`src/verilog/cbe_pkg.sv`:
```
// Constants and carrier types for the cache and bus event counters
package cbe_pkg;
    localparam logic [7:0] EVT_PF_MISS = 8'h4B;
    localparam logic [7:0] UM_PF_ALL = 8'h01;
    localparam logic [7:0] UM_PF_OUTER = 8'h02;
    localparam logic [7:0] EVT_LOAD_HIT_PF = 8'h4C;
    localparam logic [7:0] UM_NONE = 8'h00;
    localparam logic [7:0] EVT_L1_PF_REQ = 8'h4E;
    localparam logic [7:0] UM_L1_PF = 8'h10;
    localparam logic [7:0] EVT_READ_PEND = 8'h60;
    localparam logic [7:0] EVT_BUS_STALL = 8'h61;
    localparam logic [7:0] EVT_DATA_VALID = 8'h62;
    // One-hot positions of the event choice
    localparam int EV_PF_ALL = 0;
    localparam int EV_PF_OUTER = 1;
    localparam int EV_LOAD_HIT = 2;
    localparam int EV_L1_PF = 3;
    localparam int EV_READ_PEND = 4;
    localparam int EV_STALL = 5;
    localparam int EV_DATA = 6;
    localparam int EV_N = 7;
    localparam int LINE_W = 26;
    localparam int PEND_W = 4;
    localparam int INC_W = 6;
    localparam int PEND_CLS = 3;
    localparam logic [1:0] CLS_OWN = 2'h0;
    localparam logic [1:0] CLS_OCORE = 2'h1;
    localparam logic [1:0] CLS_OAGENT = 2'h2;
    localparam logic [PEND_W-1:0] PEND_ONE = 4'h1;
    localparam logic [PEND_W-1:0] PEND_MAX = 4'hF;
    // Own outstanding data plus snoop work that counts as near the bus limit
    localparam logic [INC_W-1:0] STALL_THRESH = 6'h0C;

    typedef enum logic [2:0] {
        TK_READ_LINE = 3'h0,
        TK_RFO = 3'h1,
        TK_IFETCH = 3'h2,
        TK_WRITEBACK = 3'h3,
        TK_PARTIAL = 3'h4,
        TK_OTHER = 3'h5
    } cbe_kind_t;

    typedef enum logic [1:0] {
        SRC_L1D = 2'h0,
        SRC_L2PF = 2'h1,
        SRC_OTHER = 2'h2
    } cbe_src_t;

    typedef enum logic [1:0] {
        STALL_IDLE = 2'h0,
        STALL_FIRST = 2'h1,
        STALL_SECOND = 2'h2
    } cbe_stall_t;

    typedef struct packed {
        logic [7:0] event_num;
        logic [7:0] umask;
        logic core_all;
        logic agent_any;
    } cbe_sel_t;

    typedef struct packed {
        logic pf_all_miss;
        logic pf_second_miss;
        logic pf_third_miss;
        logic swpf_start;
        logic swpf_done;
        logic [LINE_W-1:0] swpf_line;
        logic load_issue;
        logic [LINE_W-1:0] load_line;
        logic l1_pf_req;
        logic l2_busy;
        logic retry_en;
    } cbe_core_t;

    typedef struct packed {
        logic valid;
        cbe_kind_t kind;
        cbe_src_t src;
        logic core_own;
        logic agent_own;
    } cbe_txn_t;

    typedef struct packed {
        cbe_txn_t issue;
        cbe_txn_t fill;
        logic bus_not_ready_signal;
        logic data_valid_strobe;
        logic own_data_valid;
        logic [PEND_W-1:0] snoop_pending;
    } cbe_bus_t;

    typedef struct packed {
        logic [INC_W-1:0] increment;
        logic [EV_N-1:0] event_onehot;
        logic bus_stall_drive;
        logic issue_block;
        logic pf_resubmit;
    } cbe_out_t;

    typedef struct packed {
        logic swpf_busy;
        logic [LINE_W-1:0] swpf_line;
        logic [PEND_CLS-1:0][PEND_W-1:0] pend;
        cbe_stall_t stall;
        logic wire_phase;
        logic retry;
        logic resubmit;
        logic [INC_W-1:0] inc;
        logic [EV_N-1:0] onehot;
    } cbe_state_t;
endpackage : cbe_pkg
```
`src/verilog/cbe_event_counters.sv`:
```
// Event selection and per-cycle increment for cache prefetch and bus events
// Behaviour
// - 4B/01 counts all-level prefetch misses
// - 4B/02 counts outer-level prefetch misses
// - 4C/00 counts loads hitting pending prefetch
// - 4E/10 counts every first-level prefetch request
// - Rejected requests are resubmitted or dropped
// - 60 adds pending line reads each cycle
// - 60 tracks only cacheable line reads
// - 60 core/agent qualified; 61, 62 agent only
// - 61 counts stall assertions, two cycles each
// - Near bus limit assert stall; block issue
// - 62 own agent counts own write data
// - 62 any agent counts every data cycle
`timescale 1ns/1ps
module cbe_event_counters (
    input wire logic ref_clk,
    input wire logic resetn,
    input cbe_pkg::cbe_sel_t sel,
    input cbe_pkg::cbe_core_t core,
    input cbe_pkg::cbe_bus_t bus,
    output cbe_pkg::cbe_out_t out
);
    import cbe_pkg::*;

    cbe_state_t s_ff;
    cbe_state_t nxt_s;
    logic [EV_N-1:0] ev;
    logic iss_ok;
    logic fil_ok;
    logic [1:0] iss_cls;
    logic [1:0] fil_cls;
    logic iss_sel;
    logic [INC_W-1:0] pend_sum;
    logic [INC_W-1:0] own_load;
    logic load_hit;
    logic wire_start;

    function automatic logic [EV_N-1:0] decode(input cbe_sel_t q);
        logic [EV_N-1:0] d;
        d = '0;
        case (q.event_num)
            EVT_PF_MISS: begin
                if (q.umask == UM_PF_ALL) begin
                    d[EV_PF_ALL] = 1'b1;
                end else if (q.umask == UM_PF_OUTER) begin
                    d[EV_PF_OUTER] = 1'b1;
                end
            end
            EVT_LOAD_HIT_PF: d[EV_LOAD_HIT] = (q.umask == UM_NONE);
            EVT_L1_PF_REQ: d[EV_L1_PF] = (q.umask == UM_L1_PF);
            // Qualifiers ride beside the mask, so any mask is taken here
            EVT_READ_PEND: d[EV_READ_PEND] = 1'b1;
            EVT_BUS_STALL: d[EV_STALL] = 1'b1;
            EVT_DATA_VALID: d[EV_DATA] = 1'b1;
            default: d = '0;
        endcase
        return d;
    endfunction : decode

    function automatic logic counted(input cbe_txn_t t);
        return t.valid && t.kind == TK_READ_LINE &&
            (t.src == SRC_L1D || t.src == SRC_L2PF);
    endfunction : counted

    function automatic logic [1:0] cls_of(input cbe_txn_t t);
        return !t.agent_own ? CLS_OAGENT : (t.core_own ? CLS_OWN : CLS_OCORE);
    endfunction : cls_of

    assign ev = decode(sel);
    assign iss_ok = counted(bus.issue);
    assign fil_ok = counted(bus.fill);
    assign iss_cls = cls_of(bus.issue);
    assign fil_cls = cls_of(bus.fill);
    // Core choice filters only this agent's reads; other agents have no core
    assign iss_sel = iss_ok && (iss_cls == CLS_OWN ||
        (iss_cls == CLS_OCORE && sel.core_all) ||
        (iss_cls == CLS_OAGENT && sel.agent_any));
    // A read counts from its issue cycle through its fill cycle
    assign pend_sum = INC_W'(s_ff.pend[CLS_OWN]) +
        (sel.core_all ? INC_W'(s_ff.pend[CLS_OCORE]) : '0) +
        (sel.agent_any ? INC_W'(s_ff.pend[CLS_OAGENT]) : '0) +
        INC_W'(iss_sel);
    assign own_load = INC_W'(s_ff.pend[CLS_OWN]) +
        INC_W'(s_ff.pend[CLS_OCORE]) + INC_W'(bus.snoop_pending);
    assign load_hit = core.load_issue && s_ff.swpf_busy &&
        core.load_line == s_ff.swpf_line;
    // Back-to-back stalls from other agents split into two-cycle pieces
    assign wire_start = bus.bus_not_ready_signal && !s_ff.wire_phase;

    always_comb begin
        nxt_s = s_ff;
        // A new prefetch start wins over completion of the old one
        if (core.swpf_start) begin
            nxt_s.swpf_busy = 1'b1;
            nxt_s.swpf_line = core.swpf_line;
        end else if (core.swpf_done) begin
            nxt_s.swpf_busy = 1'b0;
        end
        for (int i = 0; i < PEND_CLS; i++) begin
            if (iss_ok && iss_cls == 2'(i) && !(fil_ok && fil_cls == 2'(i))) begin
                if (s_ff.pend[i] != PEND_MAX) begin
                    nxt_s.pend[i] = s_ff.pend[i] + PEND_ONE;
                end
            end else if (fil_ok && fil_cls == 2'(i) && !(iss_ok && iss_cls == 2'(i))) begin
                if (s_ff.pend[i] != '0) begin
                    nxt_s.pend[i] = s_ff.pend[i] - PEND_ONE;
                end
            end
        end
        case (s_ff.stall)
            STALL_IDLE: begin
                if (own_load >= STALL_THRESH) begin
                    nxt_s.stall = STALL_FIRST;
                end
            end
            STALL_FIRST: nxt_s.stall = STALL_SECOND;
            STALL_SECOND: nxt_s.stall = STALL_IDLE;
            default: nxt_s.stall = STALL_IDLE;
        endcase
        nxt_s.wire_phase = bus.bus_not_ready_signal && !s_ff.wire_phase;
        // Only one retry slot: a fresh rejection while one waits drops the old
        nxt_s.resubmit = 1'b0;
        if (core.l1_pf_req) begin
            nxt_s.retry = core.l2_busy && core.retry_en;
        end else if (s_ff.retry && !core.l2_busy) begin
            nxt_s.retry = 1'b0;
            nxt_s.resubmit = 1'b1;
        end
        nxt_s.inc = '0;
        if (ev[EV_PF_ALL]) begin
            nxt_s.inc = INC_W'(core.pf_all_miss);
        end else if (ev[EV_PF_OUTER]) begin
            nxt_s.inc = INC_W'(core.pf_second_miss) +
                INC_W'(core.pf_third_miss);
        end else if (ev[EV_LOAD_HIT]) begin
            nxt_s.inc = INC_W'(load_hit);
        end else if (ev[EV_L1_PF]) begin
            // Rejected requests still count; resubmits are not new requests
            nxt_s.inc = INC_W'(core.l1_pf_req);
        end else if (ev[EV_READ_PEND]) begin
            nxt_s.inc = pend_sum;
        end else if (ev[EV_STALL]) begin
            nxt_s.inc = sel.agent_any ? INC_W'(wire_start) :
                INC_W'(s_ff.stall == STALL_FIRST);
        end else if (ev[EV_DATA]) begin
            nxt_s.inc = sel.agent_any ? INC_W'(bus.data_valid_strobe) :
                INC_W'(bus.own_data_valid);
        end
        nxt_s.onehot = ev;
    end

    always_ff @(posedge ref_clk) begin
        if (!resetn) begin
            s_ff <= '0;
        end else begin
            s_ff <= nxt_s;
        end
    end

    // Our own issue waits while any agent, us included, holds the stall
    assign out = '{
        increment: s_ff.inc,
        event_onehot: s_ff.onehot,
        bus_stall_drive: s_ff.stall != STALL_IDLE,
        issue_block: bus.bus_not_ready_signal || s_ff.stall != STALL_IDLE,
        pf_resubmit: s_ff.resubmit
    };

    logic [INC_W-1:0] pend_all;
    assign pend_all = INC_W'(s_ff.pend[CLS_OWN]) +
        INC_W'(s_ff.pend[CLS_OCORE]) + INC_W'(s_ff.pend[CLS_OAGENT]);
endmodule : cbe_event_counters

```
`config.mk`:
```
export PLATFORM = sky130hd
export DESIGN_NAME = cbe_event_counters
export DESIGN_NICKNAME = d
export VERILOG_FILES = /design/src/verilog/cbe_pkg.sv /design/src/verilog/cbe_event_counters.sv
export SDC_FILE = /design/constraint.sdc
export NUM_CORES = 1
export LEC_CHECK = 0
export ABC_CLOCK_PERIOD_IN_PS = 5600
export BUFFER_PORTS_ARGS = -buffer_cell sky130_fd_sc_hd__buf_2
export CAP_MARGIN = 20
export CORE_MARGIN = 3
export CORE_UTILIZATION = 40
export CTS_CLUSTER_DIAMETER = 50
export DETAILED_ROUTE_END_ITERATION = 8
export PLACE_DENSITY_LB_ADDON = 0.25
export SLEW_MARGIN = 0
export SYNTH_ARGS = -nofsm -noshare
export SYNTH_HDL_FRONTEND = slang
export SYNTH_SLANG_ARGS = --single-unit
```
`constraint.sdc`:
```
create_clock -name ref_clk -period 5.6 [get_ports ref_clk]
set_input_delay 1.12 -clock ref_clk [delete_from_list [all_inputs] [get_ports ref_clk]]
set_output_delay 1.12 -clock ref_clk [all_outputs]
set_load 0.02 [all_outputs]
```
# Yosys cells after proc, flatten, opt, wreduce, memory -nomap -nowiden
# Cells that the tools add are included.
word_totals:
  register_bits: 57
  inputBits: 104
  word_cells: 154
  output_inout_bits: 16
op_classes:
  n_bitwise: 1
  mux: 42
  n_reduce_logical: 62
  magnitude_cmp: 1
  n_eq_ne: 24
  addsub: 12
ops:
  columns: ["operator", "n"]
  rows:
  - ["$mux W4", 14]
  - ["$eq A8 B7 Y1 const B", 6]
  - ["$eq A26 B26 Y1", 1]
  - ["$logic_and A1 B1 Y1", 24]
  - ["$mux W6", 4]
  - ["$mux W1", 18]
  - ["$reduce_bool A2 Y1", 9]
  - ["$add A4 B1 Y4 const B", 3]
  - ["$ne A4 B4 Y1 const B", 3]
  - ["$reduce_bool A4 Y1", 3]
  - ["$sub A4 B1 Y4 const B", 3]
  - ["$add A4 B4 Y5", 2]
  - ["$eq A2 B1 Y1 const B", 5]
  - ["$logic_not A2 Y1", 5]
  - ["$mux W2", 5]
  - ["$reduce_and A3 Y1", 3]
  - ["$eq A8 B1 Y1 const B", 1]
  - ["$eq A8 B2 Y1 const B", 1]
  - ["$eq A8 B5 Y1 const B", 1]
  - ["$logic_not A1 Y1", 8]
  - ["$logic_not A8 Y1", 1]
  - ["$add A5 B4 Y6", 1]
  - ["$add A6 B1 Y6", 1]
  - ["$add A6 B4 Y6", 1]
  - ["10 further kinds", 19]

# Depth between registers and ports, before layout
# Gate-level depths: netlist of run 1.
logic_depth:
  depth_word: 13
  ltp_mapped: 12

# Least setup slack after synthesis of run 1
# OpenSTA, ideal clock, no wires.
synth_timing:
  kind: "input to register"
  from: "in bus[21] (netlist bit)"
  to: "reg s_ff, in the netlist out[14]"
  t_required_ps: 5483
  path_slack_ps: 2092
  arrival_ps: 3391
  setup_ps: 117
  cell_stages: 11
  path_buffers: 0
  cell_sequence: "nand2b_1 -> nor4_1 -> o211ai_1 -> fa_1 -> inv_1 -> ha_1 -> fa_1 -> a21o_1 -> a21oi_1 -> xor2_1 -> nor2_1"
synth_between:
  elab_chain_len: 9
synth_lines:
  columns: ["item", "line", "text"]
  rows:
  - ["from (decl)", "cbe_event_counters.sv:21", "input cbe_pkg::cbe_bus_t bus,"]
  - ["$logic_not A3 Y1", "cbe_event_counters.sv:62", "return t.valid && t.kind == TK_READ_LINE &&"]
  - ["$logic_and A1 B1 Y1 (2 in series)", "cbe_event_counters.sv:62", null]
  - ["$logic_and A1 B1 Y1", "cbe_event_counters.sv:76", "assign iss_sel = iss_ok && (iss_cls == CLS_OWN ||"]
  - ["$add A6 B1 Y6", "cbe_event_counters.sv:82", "(sel.agent_any ? INC_W'(s_ff.pend[CLS_OAGENT]) : '0) +"]
  - ["$mux W6", "cbe_event_counters.sv:141", "end else if (ev[EV_READ_PEND]) begin"]
  - ["$mux W6", "cbe_event_counters.sv:138", "end else if (ev[EV_L1_PF]) begin"]
  - ["$mux W6", "cbe_event_counters.sv:136", "end else if (ev[EV_LOAD_HIT]) begin"]
  - ["$mux W6", "cbe_event_counters.sv:133", "end else if (ev[EV_PF_OUTER]) begin"]
  - ["to (signal assigned)", "cbe_event_counters.sv:157", "s_ff <= nxt_s;"]
  - ["to (decl)", "cbe_event_counters.sv:26", "cbe_state_t s_ff;"]
# Every way passes these cells.
# A chain may end at the register's enable or synchronous reset.

# Worst setup path after layout of run 1
# Same ends and word-level chain as after synthesis.

==> results of run 1 <==
==> through the flow <==
stage / utilization / cell area [sq um] / power (mW) / hold WS (ns) / worst slack [ns]
global route: 0.5130 / 4258 / 1.021 / 0.4523 / 1.932
detailed placement: 0.4859 / 4033 / 0.5465 / 0.4074 / 1.731
finish: 0.5130 / 4258 / 0.9740 / 0.4134 / 2.112
global placement: 0.4859 / 4033 / 0.5434 / 0.3988 / 1.760
floorplan: - / 3450 / 0.4915 / 0.3883 / 2.092
CTS: 0.5130 / 4258 / 0.9879 / 0.4166 / 2.112
==> flip-flops by register name (all words and copies together), names as in the netlist <==
name  cells
s_ff     43
out      14
==> kinds of logic (layout without fill, tap and decap cells) <==
family	count (synthesis)	in the layout	share of synthesized area
simple gates	139	139	0.2187
flops	57	57	0.3308
compound gates	40	40	0.07690
xor+xnor	36	36	0.09140
buf+inv	36	147	0.05513
mux	31	31	0.08995
fa+ha+maj	30	30	0.1371
==> routing by layer <==
metal  part of all wire  up-vias  GRT usage
li1                   -     1473          -
met1               0.43     1281     0.1940
met2               0.50       73     0.2676
met3              0.057        9    0.04812
met4              0.013        0    0.05777
met5                  0        -          0
==> critical path: cells and delay by family <==
family / cells / cell delay, ns
fa+ha+maj: 3 / 1.15
simple gates: 3 / 0.59
compound gates: 3 / 0.56
xor+xnor: 1 / 0.16
buf+inv: 2 / 0.13
==> path summary, 6_finish.rpt <==
path            start        to  cells past startpoint
max           bus[21]   out[14]                     12
min          s_ff[15]  s_ff[15]                      1
max reg2reg  s_ff[18]   out[14]                      9
min reg2reg  s_ff[15]  s_ff[15]                      1
==> where the power goes <==
part	total, mW	internal, mW	switching, mW	leakage (nW)
logic	0.110	0.0566	0.0535	1.52
clock network	0.437	0.254	0.183	0.106
registers	0.427	0.418	0.00843	0.465
total	0.974	0.729	0.245	2.10
==> layout by cell type, fill, tap and decap left out, drive strengths merged, types with 5 or more instances in the layout <==
master,n
buf,118
dfxtp,57
nor2,48
xor2,31
mux2i,31
ha,17
a21oi,15
nand2,15
inv,14
fa,13
nor4,13
nand2b,10
nand3,9
clkbuf,9
nor3,9
o21ai,9
and2,7
nor2b,5
a21o,5
xnor2,5
==> final cells by class <==
type | instances | share of cell area
timing repair buffer | 118 | 0.1393
clock buffer | 9 | 0.02909
sequential | 57 | 0.2680
inverter | 13 | 0.01146
clock inverter | 7 | 0.02380
tap | 105 | 0.03086
multi-input combinational | 276 | 0.4975
==> results.py, run 1 <==
metrics = {
    "sta": {
        "fmax_ghz": 0.2867,
        "fin_tns_setup_ns": 0,
        "tightestPinTransition_ns": 0.8109,
        "slew_viol_final": 0,
        "fin_crit_sh": 0.6228,
        "hold_violations": 0,
        "fin_crit_ns": 3.488,
        "relSlewSlack": 0.4594,
        "clock_skew_ns": 0.01003,
        "rsz0062_at_grt": "no",
        "setup_viol": 0,
    },
    "placed_design": {
        "io_buffers": 117,
        "gp_congestion": 0.8350,
        "hpwl_microns": 6239,
        "dp.cells": 569,
    },
    "clocking": {
        "clkSlewWorstSetupHoldPaths_ns": 0.07,
        "clockRootBuffer": "clkbuf_8",
        "cts.sinks": 57,
        "hold_buffers": 0,
        "clk_latency_ns": 0.34,
        "cts_tree": "done",
        "h-tree-depth": 3,
        "cts.repair.resized": 0,
        "ctsLongestPathBuffers": 2,
        "cts_setup_buffers": 0,
        "cts_buffers": 9,
    },
    "synth": {
        "synth_edf_count": 0,
        "yosysTopAreaCellShare": 0.3308,
        "synth_ff_type": "dfxtp_1",
        "yosysUniqueCellTypes": 50,
        "syn_inst": 369,
        "synth_most_common_cell": "dfxtp_1",
        "syn_area_sq_um": 3450,
        "syn_area_per_cell_sq_um": 9.348,
        "syn_nets": 503,
        "ys_warn_count": 0,
        "ys_top_cells_by_area": "dfxtp_1 (33%), mux2i_1 (9.0%), xor2_1 (7.9%), fa_1 (7.5%), ha_1 (6.2%)",
        "synthArstFlopShare": 0,
        "yosys-top-cells-count": "dfxtp_1 (57), nor2_1 (48), mux2i_1 (31), xor2_1 (31), ha_1 (17)",
        "ys_ff_latch": 57,
        "yosys.area.top_type": "dfxtp_1",
        "ys_seq_area_frac": 0.3308,
    },
    "routing": {
        "drc_errors": 0,
        "first_iter_violations": 74,
        "wirelength_microns": 7909,
        "dr.pass1.iters": 4,
        "vias": 2836,
        "routedWlPerCell_microns": 13.52,
        "ant_nets": 0,
        "via_per_inst": 4.848,
    },
    "floorplanning": {
        "initial_core_util": 0.4156,
        "core_area_sq_um": 8299,
        "ios": 120,
        "die_area_sq_um": 9774,
        "fp.dieH_microns": 98.87,
        "die_w_microns": 98.87,
        "rows": 33,
    },
    "grt": {
        "grt_use_total": 0.1599,
        "grt_max_degree": 28,
        "antenna_found_initial": 0,
        "grt_pass1_vias": 2700,
        "grt_pass1_wl_microns": 12450,
        "grt_overflow": 0,
    },
    "setup_path": {
        "cp-end-kind": "register",
        "worstPathRequired_ns": 5.83,
        "critPathSlowestCell": "fa_1",
        "crit_top_cell": "fa_1",
        "worstPathArrival_ns": 3.72,
        "path_cells": "buf_2 > nand2b_1 > nor4_1 > o211ai_1 > fa_1 > inv_1 > ha_1 > fa_1 > a21o_1 > a21oi_1 > xor2_1 > nor2_1",
        "crit_path_max_fanout": 4,
        "startpoint_type": "primary input",
        "critPathKind": "primary input to register",
        "r2r_slack_ns": 3.15,
        "cpPeakStageDelay_ns": 0.54,
    },
    "final_layout": {
        "ff_latch_area_sq_um": 1141,
        "antenna_cells": 0,
        "fin_cells": 585,
        "multi_input_area_sq_um": 2118,
        "drive_gt1_frac": 0.3021,
        "finalNetCount": 609,
        "syn_to_final_growth_pct": 23.43,
        "fillers": 781,
    },
    "worst_hold_path": {
        "hold_class": "register to register",
    },
    "pwr": {
        "p_leak_nw": 2.095,
        "vdd_drop_max_v": 0.0001589,
        "power_per_cell_area_nw_per_um2": 228.8,
    },
    "status": {
        "status": "finished, final reports clean",
    },
    "flow_run": {
        "drv_cap": 0,
    },
}
Power figures use the tool's default switching activity.
==> run 2: changes to the inputs <==
- ABC_CLOCK_PERIOD_IN_PS: 5600 -> 3300
- clock period: 5.6 -> 3.3 ns (I/O delays scaled with it)
==> run 2 against run 1 <==
  * Count of clock-buffer cells in the layout unchanged
  * Worst setup slack worse by 1.6 ns
  * Sequential share of layout area fell by 0.10 points
  * Cell count is 0.34% higher
  * Sequential power rose by 69%
  * Largest power group unchanged
==> results.py, run 2 (same netlist as run 1, synthesis figures left out) <==
metrics = {
    "status": {
        "status": "finished, final reports clean",
    },
    "floorplanning": {
        "ios": 120,
        "die_area_sq_um": 9774,
        "fp.dieH_microns": 98.87,
        "die_w_microns": 98.87,
        "rows": 33,
        "core_area_sq_um": 8299,
        "initial_core_util": 0.4156,
    },
    "final_layout": {
        "layout_common_cells": "buf_2 (117), dfxtp_1 (57), nor2_1 (48)",
        "mostFrequentLayoutCell": "buf_2",
        "fillers": 782,
        "antenna_cells": 0,
        "syn_to_final_growth_pct": 23.90,
        "fin_cells": 587,
        "largest_register_ffs": 43,
        "finalNetCount": 611,
        "max_flop_register": "s_ff",
        "drive_gt1_frac": 0.3050,
    },
    "setup_path": {
        "crit_path_max_fanout": 4,
        "cp-end-kind": "register",
        "crit_family": "adder cells",
        "crit_path_end": "out[14]",
        "r2r-start": "s_ff[18]",
        "crit_top_cell": "fa_1",
        "r2r_slack_ns": 0.83,
        "r2r.worst_path.cells": 9,
        "cp_num_buf_inv": 3,
        "critPathSlowestCell": "fa_1",
        "startpoint_type": "primary input",
        "worstPathArrival_ns": 3.03,
        "worstPathRequired_ns": 3.52,
        "cp.depth": 13,
        "crit_start": "bus[21]",
        "critPathKind": "primary input to register",
        "r2r-end": "out[14]",
        "cpPeakStageDelay_ns": 0.51,
        "path_cells": "buf_2 > nand2b_1 > nor4_1 > buf_4 > o211ai_1 > fa_1 > inv_1 > ha_1 > fa_1 > a21o_1 > a21oi_1 > xor2_1 > nor2_1",
    },
    "sta": {
        "fmax_ghz": 0.3553,
        "fin_tns_setup_ns": 0,
        "clock_skew_ns": 0.009705,
        "setup_viol": 0,
        "tightestPinTransition_ns": 0.8101,
        "layout_setup_ws_ns": 0.4857,
        "relSlewSlack": 0.4599,
        "slew_viol_final": 0,
        "rsz0062_at_grt": "no",
        "hold_violations": 0,
        "fin_crit_sh": 0.8528,
        "fin_crit_ns": 2.814,
    },
    "worst_hold_path": {
        "min_path_cells": 1,
        "hold_class": "register to register",
    },
    "placed_design": {
        "dp_slack_ns": 0.1280,
        "dp.cells": 571,
        "gp_congestion": 0.8268,
        "hpwl_microns": 6237,
        "io_buffers": 117,
    },
    "grt": {
        "grt_overflow": 0,
        "grt_use_total": 0.1584,
        "grt_pass1_vias": 2757,
        "grt_pass1_wl_microns": 12590,
        "grt_max_degree": 28,
        "antenna_found_initial": 0,
    },
    "clocking": {
        "cts_buffers": 9,
        "cts_tree": "done",
        "hold_buffers": 0,
        "clkSlewWorstSetupHoldPaths_ns": 0.07,
        "clockRootBuffer": "clkbuf_8",
        "h-tree-depth": 3,
        "cts_setup_buffers": 0,
        "cts.sinks": 57,
        "clk_latency_ns": 0.33,
        "cts.repair.resized": 0,
        "ctsLongestPathBuffers": 2,
    },
    "pwr": {
        "p_leak_nw": 2.109,
        "vdd_drop_max_v": 0.0002461,
        "total_power_mw": 1.650,
        "power_per_cell_area_nw_per_um2": 386.1,
    },
    "routing": {
        "routedWlPerCell_microns": 13.15,
        "via_per_inst": 4.917,
        "wirelength_microns": 7718,
        "first_iter_violations": 79,
        "ant_nets": 0,
        "drc_errors": 0,
        "vias": 2886,
        "dr.pass1.iters": 4,
    },
    "flow_run": {
        "drv_cap": 0,
    },
}
-- run 2: changes by cell type in the layout (fill, tap and decap cells not counted) --
| cell | before | now |
|---|---|---|
| inv_6 | 2 | 1 |
| buf_4 | 1 | 3 |
| clkinvlp_4 | 2 | 1 |
| clkinv_4 | 1 | 3 |
-- run 2: final cells by class --
type	count	area, sq um	share of cell area
clock inverters	7	102.6	0.02400
inverters	13	48.80	0.01142
clock buffers	9	123.9	0.02898
well taps	105	131.4	0.03074
multi-input cells	276	2118	0.4956
repair buffers	120	608.1	0.1423
flip-flops and latches	57	1141	0.2670
-- run 2: per-layer routing --
| metal | GRT usage | routed length, microns |
|---|---|---|
| met1 | 0.1975 | 3346 |
| met2 | 0.2665 | 3828 |
| met3 | 0.03539 | 433 |
| met4 | 0.05987 | 110 |
| met5 | 0 | 0 |
-- run 2: stage by stage --
step | util | hold slack (ns) | instance area [sq um]
2_1_floorplan | - | 0.3883 | 3450
4_1_cts | 0.5150 | 0.4186 | 4274
3_5_place_dp | 0.4877 | 0.4086 | 4048
5_1_grt | 0.5150 | 0.4487 | 4274
6_report | 0.5150 | 0.4189 | 4274
3_3_place_gp | 0.4877 | 0.3978 | 4048
-- run 2: worst register-to-register path, cell delays in order, from the launching register on --
cell and delay (ns):
dfxtp_1 0.44, inv_1 0.16, fa_1 0.55, inv_1 0.04, ha_1 0.21, fa_1 0.40
a21o_1 0.18, a21oi_1 0.16, xor2_1 0.16, nor2_1 0.05
-- run 2: report_power, final --
group	internal (mW)	switching [mW]
clock	0.431	0.309
sequential	0.710	0.0136
combinational	0.0969	0.0901
-- run 2: worst min path at each step --
stage | start | slack, ns | end
CTS | s_ff[15] | 0.42 | s_ff[15]
detailed placement | s_ff[15] | 0.41 | s_ff[15]
finish | s_ff[15] | 0.42 | s_ff[15]
floorplan | s_ff[15] | 0.39 | s_ff[15]
global placement | s_ff[15] | 0.40 | s_ff[15]
global route | s_ff[15] | 0.45 | s_ff[15]
==> run 3: changes to the inputs <==
- ABC_CLOCK_PERIOD_IN_PS: 3300 -> 3550
- clock period: 3.3 -> 3.55 ns (I/O delays scaled with it)
==> run 3 against run 2 <==
  * Non-clock buffer count down 1
  * Hold slack worse by 0.0061 ns
  * Sequential share of layout area up 0.086 points
  * Flip-flop and latch count unchanged
  * Global-route usage up 0.14 points
  * Design area down 0.32%
  * Routed wire length up 0.47%
  * Largest power group unchanged
  * Critical path type unchanged
==> results.py, run 3 (same netlist as run 1, synthesis figures left out) <==
metrics = {
    "status": {
        "status": "finished, final reports clean",
    },
    "final_layout": {
        "mostFrequentLayoutCell": "buf_2",
        "syn_to_final_growth_pct": 23.50,
        "max_flop_register": "s_ff",
        "ff_latch_area_sq_um": 1141,
        "antenna_cells": 0,
        "fillers": 776,
        "finalNetCount": 610,
        "fin_util": 0.5133,
        "multi_input_area_sq_um": 2118,
        "largest_register_ffs": 43,
        "drive_gt1_frac": 0.3015,
        "stdcell_area_sq_um": 4260,
        "fin_cells": 586,
        "layout_common_cells": "buf_2 (117), dfxtp_1 (57), nor2_1 (48)",
    },
    "pwr": {
        "comb_power_share": 0.113,
        "power.share.switching": 0.2377,
        "p_leak_nw": 2.107,
        "clockPowerShare": 0.446,
        "total_power_mw": 1.525,
        "p_int_mw": 1.163,
        "power_per_cell_area_nw_per_um2": 358.0,
        "p_seq_frac": 0.441,
        "power_switching_mw": 0.3627,
        "vdd_drop_max_v": 0.0001456,
    },
    "floorplanning": {
        "rows": 33,
        "die_w_microns": 98.87,
        "fp.dieH_microns": 98.87,
        "core_area_sq_um": 8299,
        "initial_core_util": 0.4156,
        "ios": 120,
        "die_area_sq_um": 9774,
    },
    "clocking": {
        "cts.repair.resized": 0,
        "cts_buffers": 9,
        "ctsLongestPathBuffers": 2,
        "clk_latency_ns": 0.33,
        "h-tree-depth": 3,
        "clockRootBuffer": "clkbuf_8",
        "clkSlewWorstSetupHoldPaths_ns": 0.07,
        "cts_tree": "done",
        "cts_setup_buffers": 0,
        "hold_buffers": 0,
        "cts.sinks": 57,
    },
    "sta": {
        "fin_tns_setup_ns": 0,
        "relSlewSlack": 0.4598,
        "slew_viol_final": 0,
        "fin_crit_ns": 2.891,
        "fin_crit_sh": 0.8143,
        "rsz0062_at_grt": "no",
        "finalHoldWorstSlack_ns": 0.4128,
        "setup_viol": 0,
        "clock_skew_ns": 0.006083,
        "layout_setup_ws_ns": 0.6591,
        "fmax_ghz": 0.3459,
        "hold_violations": 0,
        "tightestPinTransition_ns": 0.8104,
    },
    "placed_design": {
        "gp_congestion": 0.8354,
        "hpwl_microns": 6076,
        "dp_slack_ns": 0.2947,
        "io_buffers": 117,
        "dp.cells": 570,
        "place_area_sq_um": 4040,
    },
    "routing": {
        "via_per_inst": 4.850,
        "vias": 2842,
        "wirelength_microns": 7754,
        "drc_errors": 0,
        "ant_nets": 0,
        "dr.pass1.iters": 4,
        "first_iter_violations": 79,
        "routedWlPerCell_microns": 13.23,
    },
    "setup_path": {
        "cp-end-kind": "register",
        "startpoint_type": "primary input",
        "critPathKind": "primary input to register",
        "worstPathArrival_ns": 3.11,
        "crit_path_max_fanout": 4,
        "worstPathRequired_ns": 3.77,
    },
    "grt": {
        "grt_overflow": 0,
        "grt_use_total": 0.1599,
        "top_usage_layer": "met2",
        "met1_usage": 0.2010,
        "grt_pass1_wl_microns": 12570,
        "antenna_found_initial": 0,
        "grt_max_degree": 43,
        "gr-usage-met3": 0.03397,
        "use_met2": 0.2634,
        "grt_pass1_vias": 2768,
    },
    "worst_hold_path": {
        "hold_class": "register to register",
    },
    "flow_run": {
        "drv_cap": 0,
    },
}
run 3: changes by cell type in the layout (fill, tap and decap cells not counted):
cell / delta
buf_4: -1
clkbuf_1: +1
clkbuf_8: +1
clkinv_2: +2
clkinv_4: -2
clkinvlp_4: -1
inv_6: -1
run 3: area by class of cell:
| class | instances | area share |
|---|---|---|
| Clock inverter | 5 | 0.01850 |
| Multi-Input combinational cell | 276 | 0.4972 |
| Sequential cell | 57 | 0.2678 |
| Clock buffer | 11 | 0.03319 |
| Tap cell | 105 | 0.03084 |
| Inverter | 13 | 0.01145 |
| Timing Repair Buffer | 119 | 0.1410 |
run 3: final timing paths:
kind / from / to / slack [ns] / depth (start not counted)
worst max-delay path: bus[21] / out[14] / 0.66 / 13
worst max register to register: s_ff[18] / out[14] / 1.08 / 9
worst min-delay path: s_ff[15] / s_ff[15] / 0.41 / 1
worst min register to register: s_ff[15] / s_ff[15] / 0.41 / 1
run 3: routing by layer:
metal  wire length [microns]  vias up  part of all wire
met5                       0        -                 0
met4                     138        0             0.018
met3                     434       10             0.056
met2                    3756       68              0.48
met1                    3424     1296              0.44
li1                        -     1468                 -
run 3: power groups by stage:
stage / clock network, mW / logic (mW) / registers [mW]
final: 0.680 / 0.173 / 0.673
after global routing: 0.729 / 0.194 / 0.675
after CTS: 0.693 / 0.175 / 0.673
after detailed placement: 0 / 0.174 / 0.687
after global placement: 0 / 0.171 / 0.686
after floorplan: 0 / 0.0910 / 0.684
run 3: worst max-delay path: stages:
cell and delay [ns]:
buf_2 0.09, nand2b_1 0.12, nor4_1 0.16, buf_4 0.17, o211ai_1 0.11, fa_1 0.52, inv_1 0.04, ha_1 0.22
fa_1 0.42, a21o_1 0.17, a21oi_1 0.17, xor2_1 0.16, nor2_1 0.05
